<file path="src/audio_out_pkg.sv">
`default_nettype none
package audio_out_pkg;
   // register byte offsets
   localparam logic [7:0] CTRL_WORD_VALUE_OFS = 8'h00;
   localparam logic [7:0] CTRL_POSITION_OFS = 8'h04;
   localparam logic [7:0] OUTPUT_CONTROL_OFS = 8'h08;
   localparam logic [7:0] OUTPUT_STATUS_OFS = 8'h0c;
   localparam logic [7:0] FRAME_LENGTH_OFS = 8'h10;
   localparam logic [7:0] SAMPLE_POSITION_OFS = 8'h14;
   // output_control_reg fields
   localparam int TRANS_ENABLE_BIT = 0;
   localparam int FIRST_CTRL_EN_BIT = 1;
   localparam int SECOND_CTRL_EN_BIT = 2;
   localparam int BIT_ORDER_BIT = 3;
   localparam int WORD32_BIT = 4;
   localparam int POLARITY_BIT = 6;
   localparam int WORD_SELECT_PULSE_MODE_BIT = 7;
   localparam int STOP_LSB = 8;
   localparam int CTRL_W = 13;
   localparam logic [12:0] CTRL_RESET = 13'h0000;
   // position fields
   localparam int POS_W = 9;
   localparam int SECOND_POS_LSB = 16;
   localparam logic [8:0] POS_RESET = 9'h000;
   localparam logic [8:0] DIVIDER_RESET = 9'h03f;
   // word geometry
   localparam logic [4:0] TOP_BIT_16 = 5'h0f;
   localparam logic [4:0] TOP_BIT_32 = 5'h1f;
   localparam int CTRL_WORD_W = 16;
   localparam logic [4:0] CTRL_TOP_BIT = 5'h0f;
   // timing
   localparam int CLK_PERIOD_NS = 10;
   localparam int BIT_CLOCK_PERIOD_NS = 80;
   localparam int HALF_BIT_CYCLES = BIT_CLOCK_PERIOD_NS / (2 * CLK_PERIOD_NS);
   typedef enum logic [2:0] {
      SRC_NONE,
      SRC_LEFT,
      SRC_RIGHT,
      SRC_FIRST_CTRL,
      SRC_SECOND_CTRL
   } field_src_t;
endpackage : audio_out_pkg
`default_nettype wire

</file>
<file path="src/bit_clock_gen.sv">
`default_nettype none
module bit_clock_gen #(
   parameter int HALF_CYCLES = audio_out_pkg::HALF_BIT_CYCLES
) (
   // clock and reset
   input wire logic clk_in,
   input wire logic rst_in,
   input wire logic ce_in,
   // bit clock
   output logic sck_out,
   output logic fall_tick_out
);
   typedef struct packed {
      logic [15:0] cnt;
      logic sck;
   } gen_state_t;

   localparam logic [15:0] LAST = 16'(HALF_CYCLES - 1);

   gen_state_t q, d;

   if (HALF_CYCLES < 1 || HALF_CYCLES > 65535) begin : g_half_check
      $error("bit_clock_gen: HALF_CYCLES out of range");
   end

   always_comb begin
      d = q;
      if (q.cnt == LAST) begin
         d.cnt = 16'h0000;
         d.sck = ~q.sck;
      end else begin
         d.cnt = q.cnt + 16'h0001;
      end
   end

   always_ff @(posedge clk_in) begin
      if (rst_in) begin
         q <= '0;
      end else if (ce_in) begin
         q <= d;
      end
   end

   assign sck_out = q.sck;
   // falling edge of the bit clock is due at this clock edge
   assign fall_tick_out = ce_in && q.sck && (q.cnt == LAST);
endmodule : bit_clock_gen
`default_nettype wire

</file>
<file path="src/audio_out_frame_assembler.sv">
// Contract
// - send sample bits top bit down to stop index, or stop index up to top
// - frame bits outside every active field go out as zero
// - polarity 0: falling word select edge marks frame start
// - frame length in bit clocks equals divider value plus one
// - each frame may carry two 16-bit control words from one register
// - each control word has its own enable, reset to disabled
// - each control word has a start position field, reset to zero
// - control words follow the same bit order as samples
// - writing a control pair fills a buffer and sets pending flag
// - pending clears once both words are copied into the shadow
// - without new writes the shadowed words repeat in every frame
// - no interrupt for control transfer, only polling of pending
// - fields starting on one bit: left, right, first, second control
// - a field starting inside another cuts off the earlier field
// - frames keep running while transmission is disabled
// - order select 0 msb first from start position, 1 lsb first
// - left and right start positions, both reset to zero
//
// Added by the designer: the register addresses and the strobed register port.
`default_nettype none
module audio_out_frame_assembler #(
   parameter int HALF_CYCLES = audio_out_pkg::HALF_BIT_CYCLES
) (
   // clock, reset, enable
   input wire logic clk_in,
   input wire logic rst_in,
   input wire logic ce_in,
   // register port
   input wire logic [7:0] reg_addr_in,
   input wire logic [31:0] reg_wdata_in,
   input wire logic reg_write_in,
   input wire logic reg_read_in,
   output logic [31:0] reg_rdata_out,
   // samples
   input wire logic [31:0] left_sample_in,
   input wire logic [31:0] right_sample_in,
   output logic sample_take_out,
   // serial link
   output logic bit_clock_out,
   output logic word_select_out,
   output logic serial_data_out
);
   typedef struct packed {
      logic [8:0] idx;
      audio_out_pkg::field_src_t fld;
      logic [8:0] off;
      logic sd;
      logic ws;
      logic take;
      logic [31:0] left;
      logic [31:0] right;
      logic [15:0] cw1_buf;
      logic [15:0] cw2_buf;
      logic [15:0] cw1;
      logic [15:0] cw2;
      logic pending;
      logic [12:0] ctl;
      logic [8:0] div;
      logic [8:0] first_control_start_bit;
      logic [8:0] second_control_start_bit;
      logic [8:0] lpos;
      logic [8:0] rpos;
      logic [31:0] rdata;
   } state_t;

   state_t q, d;
   logic sck_w;
   logic tick_w;

   if (HALF_CYCLES < 1) begin : g_half_check
      $error("audio_out_frame_assembler: HALF_CYCLES below one");
   end

   bit_clock_gen #(
      .HALF_CYCLES(HALF_CYCLES)
   ) u_bit_clock_gen (
      .clk_in(clk_in),
      .rst_in(rst_in),
      .ce_in(ce_in),
      .sck_out(sck_w),
      .fall_tick_out(tick_w)
   );

   // number of bits a field sends
   function automatic logic [8:0] field_len(input logic [4:0] top, input logic [4:0] lo);
      if (lo > top) begin
         field_len = 9'h000;
      end else begin
         field_len = 9'({4'h0, top - lo} + 9'h001);
      end
   endfunction : field_len

   // bit of a word for a given offset into its field
   function automatic logic pick_bit(input logic [31:0] word, input logic [4:0] top,
                                     input logic [4:0] lo, input logic [8:0] off,
                                     input logic lsb_first);
      logic [4:0] bidx;
      bidx = lsb_first ? 5'(lo + off[4:0]) : 5'(top - off[4:0]);
      pick_bit = word[bidx];
   endfunction : pick_bit

   logic frame_start;
   logic lsb_first;
   logic [4:0] top_bit;
   logic [4:0] stop_bit;
   logic [31:0] left_eff;
   logic [31:0] right_eff;
   logic [15:0] cw1_eff;
   logic [15:0] cw2_eff;
   audio_out_pkg::field_src_t fld_n;
   logic [8:0] off_n;
   logic [8:0] len_n;
   logic bit_n;
   logic ws_n;
   logic en_first;
   logic en_second;

   always_comb begin
      d = q;
      frame_start = (q.idx == 9'h000);
      lsb_first = q.ctl[audio_out_pkg::BIT_ORDER_BIT];
      top_bit = q.ctl[audio_out_pkg::WORD32_BIT] ? audio_out_pkg::TOP_BIT_32
                                                 : audio_out_pkg::TOP_BIT_16;
      stop_bit = q.ctl[audio_out_pkg::STOP_LSB +: 5];
      if (!q.ctl[audio_out_pkg::WORD32_BIT]) begin
         stop_bit[4] = 1'b0;
      end
      en_first = q.ctl[audio_out_pkg::FIRST_CTRL_EN_BIT];
      en_second = q.ctl[audio_out_pkg::SECOND_CTRL_EN_BIT];
      // new samples and control words take effect at bit 0
      left_eff = q.left;
      right_eff = q.right;
      cw1_eff = q.cw1;
      cw2_eff = q.cw2;
      if (frame_start) begin
         left_eff = q.ctl[audio_out_pkg::TRANS_ENABLE_BIT] ? left_sample_in : 32'h0000_0000;
         right_eff = q.ctl[audio_out_pkg::TRANS_ENABLE_BIT] ? right_sample_in : 32'h0000_0000;
         if (q.pending) begin
            cw1_eff = q.cw1_buf;
            cw2_eff = q.cw2_buf;
         end
      end
      // field selection for the bit at idx
      fld_n = frame_start ? audio_out_pkg::SRC_NONE : q.fld;
      off_n = q.off + 9'h001;
      if (q.idx == q.lpos) begin
         fld_n = audio_out_pkg::SRC_LEFT;
         off_n = 9'h000;
      end else if (q.idx == q.rpos) begin
         fld_n = audio_out_pkg::SRC_RIGHT;
         off_n = 9'h000;
      end else if (en_first && q.idx == q.first_control_start_bit) begin
         fld_n = audio_out_pkg::SRC_FIRST_CTRL;
         off_n = 9'h000;
      end else if (en_second && q.idx == q.second_control_start_bit) begin
         fld_n = audio_out_pkg::SRC_SECOND_CTRL;
         off_n = 9'h000;
      end
      case (fld_n)
         audio_out_pkg::SRC_LEFT: begin
            len_n = field_len(top_bit, stop_bit);
            bit_n = pick_bit(left_eff, top_bit, stop_bit, off_n, lsb_first);
         end
         audio_out_pkg::SRC_RIGHT: begin
            len_n = field_len(top_bit, stop_bit);
            bit_n = pick_bit(right_eff, top_bit, stop_bit, off_n, lsb_first);
         end
         audio_out_pkg::SRC_FIRST_CTRL: begin
            len_n = en_first ? 9'(audio_out_pkg::CTRL_WORD_W) : 9'h000;
            bit_n = pick_bit({16'h0000, cw1_eff}, audio_out_pkg::CTRL_TOP_BIT, 5'h00,
                             off_n, lsb_first);
         end
         audio_out_pkg::SRC_SECOND_CTRL: begin
            len_n = en_second ? 9'(audio_out_pkg::CTRL_WORD_W) : 9'h000;
            bit_n = pick_bit({16'h0000, cw2_eff}, audio_out_pkg::CTRL_TOP_BIT, 5'h00,
                             off_n, lsb_first);
         end
         default: begin
            len_n = 9'h000;
            bit_n = 1'b0;
         end
      endcase
      if (off_n >= len_n) begin
         fld_n = audio_out_pkg::SRC_NONE;
         bit_n = 1'b0;
      end
      // word select: low at frame start for polarity 0
      if (q.ctl[audio_out_pkg::WORD_SELECT_PULSE_MODE_BIT]) begin
         ws_n = !frame_start;
      end else begin
         ws_n = (q.idx > {1'b0, q.div[8:1]});
      end
      ws_n = ws_n ^ q.ctl[audio_out_pkg::POLARITY_BIT];
      d.take = 1'b0;
      // frames run whatever the transmission enable says
      if (tick_w) begin
         d.sd = bit_n;
         d.ws = ws_n;
         d.fld = fld_n;
         d.off = off_n;
         d.idx = (q.idx >= q.div) ? 9'h000 : q.idx + 9'h001;
         if (frame_start) begin
            d.left = left_eff;
            d.right = right_eff;
            d.take = q.ctl[audio_out_pkg::TRANS_ENABLE_BIT];
            d.cw1 = cw1_eff;
            d.cw2 = cw2_eff;
            d.pending = 1'b0;
         end
      end
      // register port; no interrupt exists for control transfer
      d.rdata = 32'h0000_0000;
      if (reg_read_in) begin
         if (reg_addr_in == audio_out_pkg::CTRL_WORD_VALUE_OFS) begin
            d.rdata = {q.cw2_buf, q.cw1_buf};
         end else if (reg_addr_in == audio_out_pkg::CTRL_POSITION_OFS) begin
            d.rdata = {7'h00, q.second_control_start_bit, 7'h00, q.first_control_start_bit};
         end else if (reg_addr_in == audio_out_pkg::OUTPUT_CONTROL_OFS) begin
            d.rdata = {19'h00000, q.ctl};
         end else if (reg_addr_in == audio_out_pkg::OUTPUT_STATUS_OFS) begin
            d.rdata = {31'h0000_0000, q.pending};
         end else if (reg_addr_in == audio_out_pkg::FRAME_LENGTH_OFS) begin
            d.rdata = {23'h000000, q.div};
         end else if (reg_addr_in == audio_out_pkg::SAMPLE_POSITION_OFS) begin
            d.rdata = {7'h00, q.rpos, 7'h00, q.lpos};
         end
      end
      if (reg_write_in) begin
         if (reg_addr_in == audio_out_pkg::CTRL_WORD_VALUE_OFS) begin
            d.cw1_buf = reg_wdata_in[15:0];
            d.cw2_buf = reg_wdata_in[31:16];
            d.pending = 1'b1;
         end else if (reg_addr_in == audio_out_pkg::CTRL_POSITION_OFS) begin
            d.first_control_start_bit = reg_wdata_in[8:0];
            d.second_control_start_bit = reg_wdata_in[audio_out_pkg::SECOND_POS_LSB +: 9];
         end else if (reg_addr_in == audio_out_pkg::OUTPUT_CONTROL_OFS) begin
            d.ctl = reg_wdata_in[12:0];
         end else if (reg_addr_in == audio_out_pkg::FRAME_LENGTH_OFS) begin
            d.div = reg_wdata_in[8:0];
         end else if (reg_addr_in == audio_out_pkg::SAMPLE_POSITION_OFS) begin
            d.lpos = reg_wdata_in[8:0];
            d.rpos = reg_wdata_in[audio_out_pkg::SECOND_POS_LSB +: 9];
         end
      end
   end

   always_ff @(posedge clk_in) begin
      if (rst_in) begin
         q <= '0;
         q.fld <= audio_out_pkg::SRC_NONE;
         q.ctl <= audio_out_pkg::CTRL_RESET;
         q.div <= audio_out_pkg::DIVIDER_RESET;
         q.first_control_start_bit <= audio_out_pkg::POS_RESET;
         q.second_control_start_bit <= audio_out_pkg::POS_RESET;
         q.lpos <= audio_out_pkg::POS_RESET;
         q.rpos <= audio_out_pkg::POS_RESET;
      end else if (ce_in) begin
         q <= d;
      end
   end

   assign reg_rdata_out = q.rdata;
   assign sample_take_out = q.take;
   // bit clock straight from the generator flop, so data moves on its fall
   assign bit_clock_out = sck_w;
   assign word_select_out = q.ws;
   assign serial_data_out = q.sd;
endmodule : audio_out_frame_assembler
`default_nettype wire

</file>
<file path="config.mk">
export PLATFORM = sky130hd
export DESIGN_NAME = audio_out_frame_assembler
export DESIGN_NICKNAME = d
export VERILOG_FILES = /design/src/audio_out_pkg.sv /design/src/bit_clock_gen.sv /design/src/audio_out_frame_assembler.sv
export SDC_FILE = /design/constraint.sdc
export NUM_CORES = 1
export LEC_CHECK = 0
export BUFFER_PORTS_ARGS = -buffer_cell sky130_fd_sc_hd__buf_2
export CAP_MARGIN = 20
export CORE_MARGIN = 2
export CORE_UTILIZATION = 40
export CTS_BUF_LIST = sky130_fd_sc_hd__clkbuf_4
export DETAILED_ROUTE_END_ITERATION = 7
export GPL_TIMING_DRIVEN = 0
export PLACE_DENSITY = 0.55
export SLEW_MARGIN = 15
export SYNTH_ARGS = -nofsm -noshare
export SYNTH_HDL_FRONTEND = slang
export SYNTH_HIERARCHICAL = 1
export SYNTH_SLANG_ARGS = --single-unit
</file>
<file path="constraint.sdc">
create_clock -name clk_in -period 8.3 [get_ports clk_in]
set_clock_uncertainty 0.1 [all_clocks]
set_input_delay 0.415 -clock clk_in [delete_from_list [all_inputs] [get_ports clk_in]]
set_output_delay 0.415 -clock clk_in [all_outputs]
set_load 0.01 [all_outputs]
</file>
==> impl_metrics.csv <==
group,metric,value,unit
run_status,outcome,"completed",
clocking,cts_max_path_buffers,3,
power_and_ir_drop,p_leak,6.51,nW
place,hpwl,37900,microns
layout,drive_above_1_share,16.1,%
setup_path,r2r_slack,1270,ps
hold_path,hold_depth,4,
grt,grt.total_usage,28.4,%
layout,nNetsFinal,2304,
timing,max_freq,142,MHz
layout,layout.cells.most_common,"nand2_1",
synthesis,yosysSeqAreaShare,37.1,%
layout,fin_area,0.0172,sq mm
grt,grt_max_degree,12,
synthesis,synthCells,1839,
setup_path,cp_max_fo,10,
power_and_ir_drop,powerDensity,152,mW/mm^2
synthesis,synth_edf_count,0,
clocking,cts_max_level,3,
detailed_routing,met2_length,23500,microns
synthesis,synth_nets,1982,
floorplanning,row_count,68,
floorplanning,fp.dieW,191,microns
detailed_routing,drc,0,
grt,grt_pass1_vias,13821,
floorplanning,coreArea,0.0345,sq mm
floorplanning,pin_count,145,
setup_path,crit_path_max_incr_delay,610,ps
setup_path,crit_buf_inv,4,
grt,grt_antenna_before_repair,1,
clocking,clock-root-buffer,"clkbuf_4",
clocking,post-cts-setup-buffer-count,0,
synthesis,synth-seq-cells,260,
setup_path,crit_chain,"buf_6, inv_1, ha_1, nor4b_1, nand2_1, clkbuf_1, clkbuf_1, o21ai_0, and3_1, o21ai_0, o21ai_0, and2_1, ha_1, nand2b_1, a21o_1, a21o_1, a21o_1, a21o_1, a2111oi_4, or4b_1, nor4_1, nand4_1, nand3_1, a211o_1",
setup_path,path_class,"reg2reg",
timing,report.final.slew_viol_count,0,
synthesis,ys.flop_type,"dfxtp_1",
clocking,post_cts_resized,0,
detailed_routing,drt_iter0_markers,1164,
place,port_buffers,143,
setup_path,worst_setup_path_end_kind,"register",
timing,tightest_slew,1070,ps
setup_path,cp.depth,24,
timing,final-setup-viol-count,0,
layout,syn2layout_area_growth,23.0,%
detailed_routing,drt_first_pass_iters,7,
synthesis,syn-mean-instance-area,7.62,sq um
floorplanning,design.die.area,0.0365,sq mm
clocking,hold_buffers,98,
detailed_routing,routedWlPerCell,19.8,microns
floorplanning,fp.dieH,191,microns
timing,fin_crit,7030,ps
clocking,cts_sinks,260,
setup_path,cpMostUsedCell,"a21o_1",
detailed_routing,wl_met1,23400,microns
timing,fin_crit_sh,84.6,%
setup_path,worstPathArrival,7590,ps
clocking,clk_pin_slew,70,ps
grt,grt-ovfl-total,0,
place,dpl_cell_area,0.0153,sq mm
layout,final_cell_mix,"nand2_1, dfxtp_1, a21oi_1",
setup_path,critical_path.top_delay_family,"compound AO/OA/AOI/OAI gates",
clocking,cts_buffers,77,
setup_path,start_kind,"register",
grt,grt_pass1_wl,79200,microns
timing,rsz0062_at_grt,"false",
layout,register_area,0.00520,sq mm
setup_path,critPathRequiredTime,8870,ps
place,gp_congestion,0.938,
synthesis,yosysWarnings,6,
detailed_routing,vias_per_cell,5.53,
clocking,clock_latency,750,ps
synthesis,syn-cell-area,0.0140,sq mm
timing,hold_viol,0,
synthesis,synth.distinct_cells,74,
timing,maxSlewHeadroom,28.5,%
run,maxCapViolations,0,
timing,tns,0,ps
detailed_routing,wl,52700,microns
detailed_routing,routed-via-count,14750,
detailed_routing,ant_nets,0,
hold_path,min_path_type,"in2reg",
clocking,cts_tree,"done",
setup_path,r2r_cells,24,
layout,multi_input_area,0.00789,sq mm
synthesis,async_flop_share,0,%
power_and_ir_drop,ir_drop,102,uV
setup_path,crit_slowest_cell,"or4b_1",
floorplanning,initial_utilization,40.6,%
detailed_routing,top_layer,"met4",
detailed_routing,dr_wl_met3,3680,microns
layout,nFillCells,3502,
## flip-flops by register name (all words and copies together) (netlist names)
signal                   flops
q                          205
reg_rdata_out               32
u_bit_clock_gen/q           16
en_first                     1
en_second                    1
lsb_first                    1
sample_take_out              1
serial_data_out              1
u_bit_clock_gen/sck_out      1
word_select_out              1
## synth_stat cells (all sizes together) (3+ instances only)
cell type | number | share of area, %
nand2 | 413 | 11
dfxtp | 260 | 37
a21oi | 229 | 8.2
nand3 | 140 | 5.0
nor2 | 116 | 3.1
clkbuf | 106 | 2.8
buf | 63 | 3.2
xor2 | 45 | 2.9
o21ai | 43 | 1.6
a22oi | 42 | 2.3
mux2i | 34 | 2.4
ha | 33 | 2.9
nand4 | 28 | 1.5
xnor2 | 26 | 1.6
and3 | 24 | 1.1
inv | 22 | 0.59
a22o | 18 | 1.1
nor4 | 18 | 1.1
nor3 | 17 | 0.61
a211oi | 15 | 0.80
a21o | 14 | 0.75
nand2b | 11 | 0.49
a31oi | 10 | 0.45
and2 | 9 | 0.40
o22ai | 9 | 0.40
a211o | 8 | 0.50
o21a | 8 | 0.43
a2111oi | 6 | 0.51
mux2 | 6 | 0.51
a222oi | 5 | 0.36
nor2b | 5 | 0.22
nor4b | 5 | 0.31
o211ai | 5 | 0.27
or2 | 5 | 0.22
nor3b | 4 | 0.21
or3 | 4 | 0.18
mux4 | 3 | 0.48
## cells by family after synthesis
group	Yosys count	share of synthesized area (%)
fa+ha+maj	34	3.09
xor+xnor	71	4.49
mux	43	3.42
simple gates	807	26.2
buf+inv	191	6.61
compound gates	433	19.0
flops	260	37.1
## cell type report
class	count	area share, %
multi-input combinational	1388	45.7
sequential	260	30.2
timing repair buffer	243	9.90
buffer	169	4.89
clock buffer	112	4.88
tap	455	3.30
clock inverter	17	0.602
inverter	22	0.479
antenna	1	0.0145
## final timing paths
check | startpoint | end
worst min-delay path | ce_in | u_bit_clock_gen/q[2]
worst max register to register | q[235] | serial_data_out
worst max-delay path | q[235] | serial_data_out
worst min register to register | q[103] | q[103]
## per-stage QoR
stage	hold WS, ps	worst slack, ps	cells	util [%]	power [mW]
6_report	103	1270	2667	49.9	2.62
5_1_grt	114	879	2667	49.9	2.71
4_1_cts	37.6	1340	2665	49.9	2.64
3_5_place_dp	343	1390	2438	44.3	1.38
3_3_place_gp	339	1320	2437	44.3	1.38
2_1_floorplan	332	3210	1839	-	1.31
## worst reg2reg max path, stage by stage (launching register included)
cell and delay, ps:
dfxtp_1 440, buf_6 210, inv_1 60, ha_1 160, nor4b_1 170, nand2_1 200, clkbuf_1 540, clkbuf_1 530
o21ai_0 190, and3_1 210, o21ai_0 480, o21ai_0 430, and2_1 290, ha_1 260, nand2b_1 140, a21o_1 170
a21o_1 160, a21o_1 170, a21o_1 210, a2111oi_4 480, or4b_1 610, nor4_1 350, nand4_1 190, nand3_1 130
a211o_1 100
## layer usage
layer / up-vias / global-route usage (%)
li1: 7091 / -
met1: 6890 / 38.0
met2: 631 / 44.9
met3: 138 / 4.20
met4: 0 / 13.2
met5: - / 0
## where the power goes
group          switching (mW)  leakage [nW]  internal [mW]
clock network           0.579         0.560          0.645
logic                  0.0810          3.85         0.0604
registers             0.00191          2.09           1.25
Note: power is estimated with default switching activity, not from simulation.
